===== src/include/occ_pkg.sv =====
package occ_pkg;
  // Register byte addresses.
  localparam logic [3:0] OCC_ADDR_CONTROL = 4'h0;
  localparam logic [3:0] OCC_ADDR_STATUS = 4'h4;
  localparam logic [3:0] OCC_ADDR_TUNING = 4'h8;
  // Control register fields.
  localparam int OCC_CTL_PLL_BIT = 7;
  localparam int OCC_CTL_IFS_LSB = 3;
  localparam int OCC_CTL_SCS_LSB = 0;
  localparam logic [7:0] OCC_CTL_WMASK = 8'hfb;
  // Reset values.
  localparam logic [3:0] OCC_IFS_RESET = 4'h7;
  localparam logic [1:0] OCC_SCS_RESET = 2'h0;
  localparam logic [5:0] OCC_TRIM_RESET = 6'h00;
  localparam logic OCC_PLL_RESET = 1'b0;
  // Start-up timer length in oscillator cycles.
  localparam int OCC_OST_CYCLES = 1024;
  // Clock source choices.
  localparam logic [1:0] OCC_SRC_CFG = 2'h0;
  localparam logic [1:0] OCC_SRC_SEC = 2'h1;
  localparam logic [1:0] OCC_SRC_INT = 2'h2;
  // Oscillator ids used for the selected internal source.
  localparam logic [1:0] OCC_OSC_LF = 2'h0;
  localparam logic [1:0] OCC_OSC_MF = 2'h1;
  localparam logic [1:0] OCC_OSC_HF = 2'h2;
  // AXI responses.
  localparam logic [1:0] OCC_RESP_OKAY = 2'h0;
  localparam logic [1:0] OCC_RESP_SLVERR = 2'h2;
endpackage


===== src/occ_osc_ctrl.sv =====
// Decided for this implementation: the register offsets and register access over AXI4-Lite.
`timescale 1ns/1ps
module occ_osc_ctrl
  import occ_pkg::*;
#(
  parameter int OST_COUNT = OCC_OST_CYCLES
) (
  // Clock and reset
  input wire logic aclk,
  input wire logic aresetn,
  // AXI4-Lite write address
  input wire logic [3:0] s_axi_awaddr,
  input wire logic s_axi_awvalid,
  output logic s_axi_awready,
  // AXI4-Lite write data
  input wire logic [31:0] s_axi_wdata,
  input wire logic [3:0] s_axi_wstrb,
  input wire logic s_axi_wvalid,
  output logic s_axi_wready,
  // AXI4-Lite write response
  output logic [1:0] s_axi_bresp,
  output logic s_axi_bvalid,
  input wire logic s_axi_bready,
  // AXI4-Lite read address
  input wire logic [3:0] s_axi_araddr,
  input wire logic s_axi_arvalid,
  output logic s_axi_arready,
  // AXI4-Lite read data
  output logic [31:0] s_axi_rdata,
  output logic [1:0] s_axi_rresp,
  output logic s_axi_rvalid,
  input wire logic s_axi_rready,
  // Configuration word
  input wire logic cfg_pll_force,
  input wire logic [2:0] cfg_osc_mode,
  input wire logic cfg_crystal_mode,
  // Oscillator status inputs
  input wire logic sec_osc_enable,
  input wire logic sec_osc_raw_ready,
  input wire logic pll_ready,
  input wire logic hf_osc_ready,
  input wire logic hf_osc_locked,
  input wire logic mf_osc_ready,
  input wire logic lf_osc_ready,
  input wire logic hf_osc_stable,
  // External oscillator events
  input wire logic ext_osc_tick,
  input wire logic ext_clk_fail,
  input wire logic wake_event,
  input wire logic sleep_event,
  // Clock controls
  output logic pll_enable,
  output logic [1:0] clk_source,
  output logic [1:0] int_osc_id,
  output logic [3:0] int_freq_div_code,
  output logic [5:0] freq_trim
);
  typedef enum logic [2:0] {
    OCC_ST_INT = 3'b001,
    OCC_ST_EXT = 3'b010,
    OCC_ST_FAIL = 3'b100
  } occ_src_e;

  logic sw_pll_enable_ff;
  logic [3:0] int_freq_select_ff;
  logic [1:0] sys_clk_select_ff;
  logic [5:0] freq_trim_ff;
  occ_src_e state_ff;
  occ_src_e nxt_state;
  logic ost_restart;
  logic ost_done;
  logic scs_write;
  logic [1:0] nxt_scs;

  // Write and read channel latches.
  logic aw_ff;
  logic w_ff;
  logic [3:0] awaddr_ff;
  logic [7:0] wdata_ff;
  logic wstrb_ff;
  logic bvalid_ff;
  logic [1:0] bresp_ff;
  logic rvalid_ff;
  logic [31:0] rdata_ff;
  logic [1:0] rresp_ff;
  logic wr_go;
  logic [7:0] rd_val;
  logic rd_ok;
  logic [7:0] status_val;
  logic [7:0] control_val;

  assign s_axi_awready = !aw_ff && !bvalid_ff;
  assign s_axi_wready = !w_ff && !bvalid_ff;
  assign s_axi_bvalid = bvalid_ff;
  assign s_axi_bresp = bresp_ff;
  assign s_axi_arready = !rvalid_ff;
  assign s_axi_rvalid = rvalid_ff;
  assign s_axi_rdata = rdata_ff;
  assign s_axi_rresp = rresp_ff;
  assign wr_go = aw_ff && w_ff && !bvalid_ff;

  // Address and data may arrive in either order; each is held until both.
  always_ff @(posedge aclk) begin
    if (!aresetn) begin
      aw_ff <= 1'b0;
      awaddr_ff <= 4'h0;
    end else if (s_axi_awvalid && s_axi_awready) begin
      aw_ff <= 1'b1;
      awaddr_ff <= s_axi_awaddr;
    end else if (wr_go) begin
      aw_ff <= 1'b0;
    end
  end

  always_ff @(posedge aclk) begin
    if (!aresetn) begin
      w_ff <= 1'b0;
      wdata_ff <= 8'h00;
      wstrb_ff <= 1'b0;
    end else if (s_axi_wvalid && s_axi_wready) begin
      w_ff <= 1'b1;
      wdata_ff <= s_axi_wdata[7:0];
      wstrb_ff <= s_axi_wstrb[0];
    end else if (wr_go) begin
      w_ff <= 1'b0;
    end
  end

  always_ff @(posedge aclk) begin
    if (!aresetn) begin
      bvalid_ff <= 1'b0;
      bresp_ff <= OCC_RESP_OKAY;
    end else if (wr_go) begin
      bvalid_ff <= 1'b1;
      bresp_ff <= (awaddr_ff == OCC_ADDR_CONTROL ||
                   awaddr_ff == OCC_ADDR_STATUS ||
                   awaddr_ff == OCC_ADDR_TUNING) ?
                  OCC_RESP_OKAY : OCC_RESP_SLVERR;
    end else if (s_axi_bready) begin
      bvalid_ff <= 1'b0;
    end
  end

  assign scs_write = wr_go && wstrb_ff && awaddr_ff == OCC_ADDR_CONTROL;
  assign nxt_scs = wdata_ff[OCC_CTL_SCS_LSB +: 2];

  // Control register; bit 2 is never stored.
  // reset frequency code
  always_ff @(posedge aclk) begin
    if (!aresetn) begin
      sw_pll_enable_ff <= OCC_PLL_RESET;
      int_freq_select_ff <= OCC_IFS_RESET;
      sys_clk_select_ff <= OCC_SCS_RESET;
    end else if (scs_write) begin
      sw_pll_enable_ff <= wdata_ff[OCC_CTL_PLL_BIT];
      int_freq_select_ff <= wdata_ff[OCC_CTL_IFS_LSB +: 4];
      sys_clk_select_ff <= nxt_scs;
    end
  end

  always_ff @(posedge aclk) begin
    if (!aresetn) begin
      freq_trim_ff <= OCC_TRIM_RESET;
    end else if (wr_go && wstrb_ff && awaddr_ff == OCC_ADDR_TUNING) begin
      freq_trim_ff <= wdata_ff[5:0];
    end
  end
  assign freq_trim = freq_trim_ff;

  // start-up timer restarts on wake, sleep or a clock select change.
  assign ost_restart = wake_event || sleep_event ||
                       (scs_write && nxt_scs != sys_clk_select_ff);

  occ_ost_counter #(
    .COUNT(OST_COUNT)
  ) u_ost (
    .aclk(aclk),
    .aresetn(aresetn),
    .restart(ost_restart),
    .tick(ext_osc_tick),
    .done(ost_done)
  );

  // Source state for the configured clock; a sleep aborts the start-up.
  always_comb begin
    nxt_state = state_ff;
    case (state_ff)
      OCC_ST_INT: begin
        if (!cfg_crystal_mode || (ost_done && !ost_restart)) begin
          nxt_state = OCC_ST_EXT;
        end
      end
      OCC_ST_EXT: begin
        if (ext_clk_fail) begin
          nxt_state = OCC_ST_FAIL;
        end else if (ost_restart && cfg_crystal_mode) begin
          nxt_state = OCC_ST_INT;
        end
      end
      OCC_ST_FAIL: begin
        if (ost_restart) begin
          nxt_state = OCC_ST_INT;
        end
      end
      default: nxt_state = OCC_ST_INT;
    endcase
  end

  always_ff @(posedge aclk) begin
    if (!aresetn) begin
      state_ff <= OCC_ST_INT;
    end else begin
      state_ff <= nxt_state;
    end
  end

  assign pll_enable = cfg_pll_force | sw_pll_enable_ff;

  always_comb begin
    if (sys_clk_select_ff[1]) begin
      clk_source = OCC_SRC_INT;
    end else if (sys_clk_select_ff[0]) begin
      clk_source = OCC_SRC_SEC;
    end else if (state_ff == OCC_ST_EXT) begin
      clk_source = OCC_SRC_CFG;
    end else begin
      clk_source = OCC_SRC_INT;
    end
  end

  always_comb begin
    int_freq_div_code = int_freq_select_ff;
    case (int_freq_select_ff)
      4'h0, 4'h1: int_osc_id = OCC_OSC_LF;
      4'h2, 4'h4, 4'h5, 4'h6, 4'h7: int_osc_id = OCC_OSC_MF;
      default: int_osc_id = OCC_OSC_HF;
    endcase
  end

  assign status_val = {
    (!sec_osc_enable) | sec_osc_raw_ready,
    pll_ready,
    clk_source == OCC_SRC_CFG,
    hf_osc_ready,
    hf_osc_locked,
    mf_osc_ready,
    lf_osc_ready,
    hf_osc_stable
  };

  assign control_val = {sw_pll_enable_ff, int_freq_select_ff, 1'b0,
                        sys_clk_select_ff};

  always_comb begin
    rd_ok = 1'b1;
    case (s_axi_araddr)
      OCC_ADDR_CONTROL: rd_val = control_val;
      OCC_ADDR_STATUS: rd_val = status_val;
      OCC_ADDR_TUNING: rd_val = {2'h0, freq_trim_ff};
      default: begin
        rd_val = 8'h00;
        rd_ok = 1'b0;
      end
    endcase
  end

  // Reads answer one cycle after the address is taken.
  always_ff @(posedge aclk) begin
    if (!aresetn) begin
      rvalid_ff <= 1'b0;
      rdata_ff <= 32'h0;
      rresp_ff <= OCC_RESP_OKAY;
    end else if (s_axi_arvalid && s_axi_arready) begin
      rvalid_ff <= 1'b1;
      rdata_ff <= {24'h0, rd_val};
      rresp_ff <= rd_ok ? OCC_RESP_OKAY : OCC_RESP_SLVERR;
    end else if (s_axi_rready) begin
      rvalid_ff <= 1'b0;
    end
  end
endmodule


===== src/occ_ost_counter.sv =====
`timescale 1ns/1ps
// Counts edges of the external oscillator, seen as a synchronous tick.
module occ_ost_counter
  import occ_pkg::*;
#(
  parameter int COUNT = OCC_OST_CYCLES
) (
  // Clock and reset
  input wire logic aclk,
  input wire logic aresetn,
  // Control
  input wire logic restart,
  input wire logic tick,
  // Status
  output logic done
);
  localparam int W = $clog2(COUNT + 1);
  logic [W-1:0] count_ff;

  always_ff @(posedge aclk) begin
    if (!aresetn || restart) begin
      count_ff <= '0;
    end else if (tick && count_ff != W'(COUNT)) begin
      count_ff <= count_ff + W'(1);
    end
  end

  assign done = (count_ff == W'(COUNT));
endmodule

===== config.mk =====
export PLATFORM = sky130hd
export DESIGN_NAME = occ_osc_ctrl
export DESIGN_NICKNAME = d
export VERILOG_FILES = /design/src/include/occ_pkg.sv /design/src/occ_osc_ctrl.sv /design/src/occ_ost_counter.sv
export SDC_FILE = /design/constraint.sdc
export NUM_CORES = 1
export LEC_CHECK = 0
export BUFFER_PORTS_ARGS = -buffer_cell sky130_fd_sc_hd__buf_2
export CORE_MARGIN = 2
export CORE_UTILIZATION = 28
export CTS_CLUSTER_SIZE = 8
export DETAILED_ROUTE_END_ITERATION = 12
export PLACE_DENSITY_LB_ADDON = 0.3
export RECOVER_POWER = 100
export SYNTH_ARGS = -nofsm -noshare
export SYNTH_HDL_FRONTEND = slang
export SYNTH_SLANG_ARGS = --single-unit

===== constraint.sdc =====
create_clock -name aclk -period 3.8 [get_ports aclk]
set_clock_uncertainty 0.2 [all_clocks]
set_input_delay 0.57 -clock aclk [delete_from_list [all_inputs] [get_ports aclk]]
set_output_delay 0.57 -clock aclk [all_outputs]
set_load 0.01 [all_outputs]

# Word-level counts from Yosys, hierarchy flattened
# Cells that the tools add are included.
# totals
latchBits	0
memories	0
input_bits	68
regBits	56
ram_bits	0
mem_bits_ro	0
# classes
multipliers	0
n_lt_le_gt_ge	0
bitwise_logic	2
mux	20
shifts	0
n_reduce_logical	40
addsub	1
n_eq_ne	19
n_div	0
# op_table
op	count
equality test 4 x 3 -> 1 bit (second input constant)	6
one-hot mux 8 bit (3 select lines)	1
logical AND 1 bit	14
logical NOT 4 bit	3
2-to-1 mux 3 bit	4
adder 11 x 1 -> 11 bit (second input constant)	1
equality test 11 bit (second input constant)	1
inequality test 11 bit (second input constant)	1
2-to-1 mux 2 bit	5
one-hot mux 3 bit (3 select lines)	1
equality test 4 bit (second input constant)	2
logical NOT 1 bit	8
2-to-1 mux 1 bit	8
nonzero test 2 bit	4
logical OR 1 bit	6
OR reduction 5 bit	1
equality test 4 x 1 -> 1 bit (second input constant)	1
equality test 4 x 2 -> 1 bit (second input constant)	1
inequality test 2 bit (second input constant)	2
one-hot mux 2 bit (2 select lines)	1
equality test 3 x 1 -> 1 bit (second input constant)	1
equality test 3 x 2 -> 1 bit (second input constant)	1
equality test 3 bit (second input constant)	1
inequality test 3 bit (second input constant)	1
other kinds (6)	7

# Logic depth before layout (Yosys ltp)
# Gate-level depths: netlist of the first run.
# logic_depth
ltp_word	11
ltp_mapped	5

# Hierarchy
# A second synthesis of the first run with hierarchy kept.
# hier_totals
cells_unflattened	308
hier_area_um2	2773.9
# modules_own_cells
mod	area_per_inst_um2	seq_area_each_um2	cells_per_inst	instances
occ_osc_ctrl	2200.9	860.8	243	1
occ_ost_counter	573.0	220.2	65	1

# Worst setup path before layout of the first run
# Ideal clock, no wire load.
# synth_timing
kind	input -> register
from	input port s_axi_araddr[3]
to	register rdata_ff[0] (netlist: s_axi_rdata[0])
path_buffers	1
arrival_ns	1.681
required_time_ns	3.534
slack_ns	1.853
path_stages	5
setup_time_ns	0.066
path_cell_list	clkbuf_1 -> nor4b_2 -> o2bb2ai_1 -> a22oi_1 -> nor2b_1
# synth_between
elab_chain_cells	2
# synth_lines
element	line_no	rtl
from (decl)	occ_osc_ctrl.sv:25	input wire logic [3:0] s_axi_araddr,
equality test 4 bit (tied with other cells)	occ_osc_ctrl.sv:256	case (s_axi_araddr)
one-hot mux 8 bit (3 select lines) *	occ_osc_ctrl.sv:256	
to (signal assigned)	occ_osc_ctrl.sv:275	rdata_ff <= {24'h0, rd_val};
to (decl)	occ_osc_ctrl.sv:84	logic [31:0] rdata_ff;
# Every way passes the cells marked *; elsewhere a longest branch is shown, timed or not.
# A chain may end at the register's enable or synchronous reset.

# Final worst setup path of the first run
# layout_timing
from	register awaddr_ff[0]
to	register int_freq_select_ff[1] (netlist: int_freq_div_code[1])
# layout_between
elab_chain_cells	2
# layout_lines
element	line_no	rtl
from (decl)	occ_osc_ctrl.sv:78	logic [3:0] awaddr_ff;
from (signal assigned)	occ_osc_ctrl.sv:109	awaddr_ff <= s_axi_awaddr;
logical NOT 4 bit	occ_osc_ctrl.sv:144	assign scs_write = wr_go && wstrb_ff && awaddr_ff == OCC_ADDR_CONTROL;
logical AND 1 bit	occ_osc_ctrl.sv:144	
to (signal assigned)	occ_osc_ctrl.sv:156	int_freq_select_ff <= wdata_ff[OCC_CTL_IFS_LSB +: 4];
to (decl)	occ_osc_ctrl.sv:65	logic [3:0] int_freq_select_ff;
# Every way passes these cells.

==> impl_metrics.env, run 1 <==
export IMPL_dp_hpwl_mm=4.39
export IMPL_use_met2=0.182
export IMPL_placed_area_mm2=0.00306
export IMPL_crit_slowest_cell="nor3_1"
export IMPL_slew_headroom=-0.0924
export IMPL_die_area_mm2=0.0105
export IMPL_yosysUniqueCellTypes=44
export IMPL_violations="max-capacitance violations, max-slew violations"
export IMPL_tritoncts="done"
export IMPL_grt_pass1_vias=1990
export IMPL_endpoint="int_freq_div_code[1]"
export IMPL_drt_iter0_drc=80
export IMPL_crit_fanout=8
export IMPL_path_delay_family="simple AND/OR/NAND/NOR gates"
export IMPL_synth_top_area_cell="dfxtp_1"
export IMPL_numCtsBuffers=5
export IMPL_cts_max_level=2
export IMPL_crit_path_start_kind="register"
export IMPL_max_cap_viol_count=1
export IMPL_cts_resized=0
export IMPL_rows=35
export IMPL_grt_util_met1=0.151
export IMPL_switching_share=0.255
export IMPL_ant_nets=0
export IMPL_drt_drc_violations_left=0
export IMPL_clkLatencyLatePin_ps=310
export IMPL_setup_tns_ps=0
export IMPL_antenna_found_initial=0
export IMPL_p_per_area_mw_per_mm2=359
export IMPL_grt_setup_unrepaired="no"
export IMPL_start_util=0.292
export IMPL_pre_cts_slack_ps=1660
export IMPL_synth_seq_cells=54
export IMPL_fin_area_mm2=0.00313
export IMPL_hp_class="in -> reg"
export IMPL_power_clock_fraction=0.355
export IMPL_reg2reg_slack_ps=1070
export IMPL_max_slew_worst_pin_slew_ps=1640
export IMPL_p_comb_frac=0.110
export IMPL_startpoint="awaddr_ff[0]"
export IMPL_postCtsHoldBufs=0
export IMPL_r2r_start="awaddr_ff[0]"
export IMPL_rr_worst_depth=4
export IMPL_power_switching_uw=285
export IMPL_cpPeakStageDelay_ps=1080
export IMPL_area_growth_pct=14.9
export IMPL_vias_per_cell=4.30
export IMPL_wl_per_cell_um=11.7
export IMPL_path_cells="or4b_1 > nor3_1 > mux2i_1 > nand2_1"
export IMPL_cts_root_buf="clkbuf_8"
export IMPL_drive_above_1_share=0.134
export IMPL_seq_power_share=0.535
export IMPL_die_width_um=103
export IMPL_clock_path_buffers=2
export IMPL_grt_start_max_net_pins=47
export IMPL_die_y_um=103
export IMPL_yosysSeqAreaShare=0.397
export IMPL_reg2reg_to="int_freq_div_code[1]"
export IMPL_grt_busiest_layer="met2"
export IMPL_cp_end_kind="register"
export IMPL_synthArstFlopShare=0
export IMPL_antennaDiodeCount=0
export IMPL_synthFlopType="dfxtp_1"
export IMPL_syn_inst=304
export IMPL_fin_ws_ps=1070
export IMPL_clk_pin_slew_ps=100
export IMPL_cp_num_buf_inv=0
export IMPL_min_period_over_period=0.719
export IMPL_finalHoldViolCount=0
export IMPL_synth_edf_count=0
export IMPL_grt_remaining_overflow=0
export IMPL_place_gp_congestion=0.785
export IMPL_cp_arrival_ps=2670
export IMPL_nNetsFinal=436
export IMPL_yosysWarnings=0
export IMPL_fmax_mhz=366
export IMPL_synth_area_leaders="dfxtp_1 40%, mux2i_1 7.7%, buf_4 7.5%, nor2b_1 5.5%, nand2_1 5.0%"
export IMPL_cp_data_required_time_ps=3740
export IMPL_period_needed_ps=2730
export IMPL_yosysTopAreaCellShare=0.397
export IMPL_ir_drop_mv=0.134
export IMPL_status="complete, but fails checks"
export IMPL_core_area_mm2=0.00933
export IMPL_wl_mm=5.79
export IMPL_power_internal_uw=835
export IMPL_dr_pass1_iters=4
export IMPL_cts_setup_buffers=0
export IMPL_setup_violations=0
export IMPL_grt_total_usage=0.111
export IMPL_slew_violations=47
export IMPL_pin_count=124
export IMPL_total_leakage_power_uw=0.00118
export IMPL_met3_usage=0.0176
export IMPL_port_buffers=67
export IMPL_cp_num_cells=4
export IMPL_grt_first_pass_wirelength_mm=9.38
export IMPL_vias=2131
export IMPL_postSynthAreaPerCell_um2=8.95
export IMPL_cts_sinks=54
export IMPL_crit_type="reg -> reg"
export IMPL_syn_area_mm2=0.00272
[synthesized netlist by cell type, drive strengths merged (2+ instances only)]
master   instances
nor3b            3
a21oi            4
nand3            3
nand3b           3
nand4            6
a21boi          11
o21ai            9
nand2           36
inv              7
xor2             3
buf             28
o2bb2ai          5
nor2b           24
xnor2            8
mux2i           21
ha               2
or3              2
nor3             5
dfxtp           54
and2             2
clkbuf           9
a2111oi          2
nor2            24
a22oi            7
or2              2
o21bai           2
nor4             2
nand2b           7
[power by group through the flow]
stage               clock, uW  combinational, uW  sequential (uW)
finish                    398                124              599
global route              441                140              603
CTS                       414                128              600
detailed placement          0                127              613
global placement            0                127              612
floorplan                   0                106              610
[cell type report]
type,instances,area (um2)
fillers,1009,6200
clock buffers,5,68.8
flip-flops and latches,54,1080
repair buffers,67,297
clock inverters,3,47.5
multi-input cells,231,1440
well taps,129,161
inverters,7,26.3
[registers in the layout, summed over array words and instances (netlist names)]
register	count
awaddr_ff	4
s_axi_bvalid	1
u_ost.count_ff	11
s_axi_rvalid	1
w_ff	1
s_axi_bresp	1
aw_ff	1
state_ff	3
wstrb_ff	1
int_freq_div_code	4
s_axi_rresp	1
wdata_ff	8
s_axi_rdata	8
sys_clk_select_ff	2
freq_trim	6
sw_pll_enable_ff	1
[worst reg2reg max path, cell delays in order, from the launching register on]
cell and delay [ps]:
dfxtp_1 330, or4b_1 610, nor3_1 1080, mux2i_1 290, nand2_1 60
[cell usage in the layout, fill, tap and decap left out, types with 2 or more instances in the layout]
master	n
clkbuf_8	5
a2111oi_4	2
o21ai_0	9
mux2i_1	21
nand3_1	3
o21bai_1	2
a22oi_1	7
dfxtp_1	54
clkbuf_1	31
nor3b_1	2
buf_2	36
a21boi_0	11
nand3b_1	3
inv_1	7
o2bb2ai_1	5
xnor2_1	8
nor4_1	2
nand2b_1	7
a21oi_1	4
conb_1	26
ha_1	2
nor3_1	5
or3_1	2
nor2_1	24
nor2b_1	24
xor2_1	3
nand2_1	36
nand4_1	6
[how the worst min path moves through the flow]
| stage | from | endpoint | depth (start not counted) |
|---|---|---|---|
| after floorplan | wstrb_ff | wstrb_ff | 2 |
| after global placement | wdata_ff[2] | wdata_ff[2] | 2 |
| after detailed placement | wdata_ff[2] | wdata_ff[2] | 2 |
| after CTS | cfg_crystal_mode | state_ff[1] | 2 |
| after global routing | cfg_crystal_mode | state_ff[1] | 2 |
| final | cfg_crystal_mode | state_ff[1] | 2 |
[per-layer routing]
| layer | vias to the layer above | part of all wire |
|---|---|---|
| li1 | 1109 | - |
| met1 | 960 | 0.48 |
| met2 | 56 | 0.45 |
| met3 | 6 | 0.052 |
| met4 | 0 | 0.016 |
| met5 | - | 0 |
[metrics by stage]
| stage | hold WS [ps] | utilization | total power [uW] | std cells |
|---|---|---|---|---|
| final | 268 | 0.335 | 1120 | 496 |
| after global routing | 256 | 0.335 | 1180 | 496 |
| after detailed placement | 261 | 0.328 | 740 | 488 |
| after global placement | 256 | 0.328 | 739 | 488 |
| after CTS | 259 | 0.341 | 1140 | 496 |
| after floorplan | 239 | - | 716 | 329 |
[cell families (layout without fill, tap and decap cells)]
logic type	count (synthesis)	after routing	synth area share
simple gates	123	123	0.240
compound gates	48	48	0.138
flops	54	54	0.397
xor+xnor	11	11	0.0354
mux	21	21	0.0773
other cells	1	26	0.00138
buf+inv	44	82	0.101
fa+ha+maj	2	2	0.00920
No activity file was read; power rests on OpenSTA's default activity.
==> inputs of run 2 (changes only) <==
==> constraint.sdc (replaced) <==
create_clock -name aclk -period 2.58 [get_ports aclk]
set_clock_uncertainty 0.2 [all_clocks]
set_input_delay 0.387 -clock aclk [delete_from_list [all_inputs] [get_ports aclk]]
set_output_delay 0.387 -clock aclk [all_outputs]
set_load 0.01 [all_outputs]
==> run 2 against run 1 <==
- sequential power up 47%
- combinational power up 50%
- largest cell class unchanged
- sequential cell count unchanged
- critical path depth unchanged
- clock power up 51%
- highest routed layer unchanged
- count of clock-buffer cells in the layout unchanged
- wire length up 2.9%
- register-to-register slack worse by 650 ps
- largest power group unchanged
- worst hold slack worse by 190 ps
- power up 49%
- the flow now finishes without violations
- final cell count up 0.40%
==> impl_metrics.env, run 2 (synthesized netlist as in run 1, its figures left out) <==
export IMPL_setup_tns_ps=0
export IMPL_port_buffers=67
export IMPL_fin_hold_ws_ps=82.9
export IMPL_antennaDiodeCount=0
export IMPL_status="completed"
export IMPL_switching_share=0.261
export IMPL_startpoint="awaddr_ff[0]"
export IMPL_fmax_mhz=462
export IMPL_ant_nets=0
export IMPL_cts_root_buf="clkbuf_8"
export IMPL_pre_cts_slack_ps=548
export IMPL_power_switching_uw=436
export IMPL_cts_sinks=54
export IMPL_numCtsBuffers=5
export IMPL_ff_latch_area_mm2=0.00108
export IMPL_r2r_start="awaddr_ff[0]"
export IMPL_cp_num_cells=4
export IMPL_p_per_area_mw_per_mm2=531
export IMPL_path_cells="or4b_4 > nor3_2 > mux2i_1 > nand2_1"
export IMPL_drt_drc_violations_left=0
export IMPL_tritoncts="done"
export IMPL_largest_reg_flops=11
export IMPL_min_period_over_period=0.839
export IMPL_wl_per_cell_um=12.0
export IMPL_met3_usage=0.0183
export IMPL_clkLatencyLatePin_ps=320
export IMPL_final_common_cell="dfxtp_1"
export IMPL_grt_util_met1=0.153
export IMPL_die_y_um=103
export IMPL_path_delay_family="simple AND/OR/NAND/NOR gates"
export IMPL_total_leakage_power_uw=0.00119
export IMPL_area_growth_pct=15.5
export IMPL_cts_resized=0
export IMPL_postCtsHoldBufs=0
export IMPL_dr_pass1_iters=4
export IMPL_max_cap_viol_count=0
export IMPL_cp_end_kind="register"
export IMPL_multi_input_area_mm2=0.00145
export IMPL_crit_path_start_kind="register"
export IMPL_fin_cells=498
export IMPL_ir_drop_mv=0.277
export IMPL_reg2reg_to="int_freq_div_code[1]"
export IMPL_nFillCells=998
export IMPL_grt_busiest_layer="met2"
export IMPL_slew_violations=0
export IMPL_rows=35
export IMPL_slew_headroom=0.324
export IMPL_grt_first_pass_wirelength_mm=9.52
export IMPL_crit_fanout=8
export IMPL_cts_max_level=2
export IMPL_endpoint="int_freq_div_code[1]"
export IMPL_top_register="u_ost.count_ff"
export IMPL_pin_count=124
export IMPL_drive_above_1_share=0.144
export IMPL_clock_path_buffers=2
export IMPL_grt_remaining_overflow=0
export IMPL_p_comb_frac=0.112
export IMPL_cp_num_buf_inv=0
export IMPL_setup_violations=0
export IMPL_finalHoldViolCount=0
export IMPL_final_cell_mix="54 x dfxtp_1, 37 x buf_2, 36 x nand2_1"
export IMPL_wl_mm=5.96
export IMPL_period_needed_ps=2170
export IMPL_drt_iter0_drc=61
export IMPL_antenna_found_initial=0
export IMPL_grt_total_usage=0.115
export IMPL_max_slew_worst_pin_slew_ps=1010
export IMPL_dp_hpwl_mm=4.57
export IMPL_crit_slowest_cell="nor3_2"
export IMPL_grt_setup_unrepaired="no"
export IMPL_seq_power_share=0.529
export IMPL_grt_pass1_vias=1995
export IMPL_power_clock_fraction=0.360
export IMPL_cpPeakStageDelay_ps=610
export IMPL_cts_setup_buffers=0
export IMPL_cp_data_required_time_ps=2550
export IMPL_grt_start_max_net_pins=30
export IMPL_cp_arrival_ps=2140
export IMPL_die_area_mm2=0.0105
export IMPL_post_route_util=0.337
export IMPL_crit_type="reg -> reg"
export IMPL_start_util=0.292
export IMPL_hp_class="in -> reg"
export IMPL_rr_worst_depth=4
export IMPL_power_internal_uw=1230
export IMPL_fin_ws_ps=414
export IMPL_nNetsFinal=438
export IMPL_die_width_um=103
export IMPL_core_area_mm2=0.00933
export IMPL_place_gp_congestion=0.766
export IMPL_use_met2=0.189
export IMPL_vias_per_cell=4.35
export IMPL_vias=2168
export IMPL_reg2reg_slack_ps=410
export IMPL_clk_pin_slew_ps=110
export IMPL_dpl_cell_count=490
[run 2: stage by stage]
step	cell area, um2	power [uW]
floorplan	2810	1050
global placement	3080	1090
detailed placement	3080	1100
CTS	3200	1700
global route	3140	1760
finish	3140	1670
[run 2: power by group through the flow]
stage | Clock [uW] | Sequential (uW) | Combinational, uW
floorplan | 0 | 899 | 156
global placement | 0 | 902 | 190
detailed placement | 0 | 903 | 192
CTS | 626 | 884 | 193
global route | 656 | 888 | 212
finish | 600 | 883 | 186
[run 2: routing by layer]
metal,part of all wire,up-vias,wire (um)
met5,0,-,0
met4,0.018,0,105
met3,0.050,7,297
met2,0.46,65,2710
met1,0.48,983,2840
li1,-,1113,-
[run 2: how the worst min path moves through the flow]
stage	startpoint	end	slack, ps	cells after the start
2_1_floorplan	wstrb_ff	wstrb_ff	240	2
3_3_place_gp	wdata_ff[2]	wdata_ff[2]	250	2
3_5_place_dp	wstrb_ff	wstrb_ff	260	2
4_1_cts	cfg_crystal_mode	state_ff[1]	70	2
5_1_grt	s_axi_wdata[1]	wdata_ff[1]	100	3
6_report	cfg_crystal_mode	state_ff[1]	80	2
[run 2: area by class of cell]
cell class                      instances  share of cell area
Clock buffer                            5              0.0219
Clock inverter                          3              0.0155
Inverter                                7             0.00836
Multi-Input combinational cell        231               0.461
Sequential cell                        54               0.344
Tap cell                              129              0.0514
Timing Repair Buffer                   69              0.0983
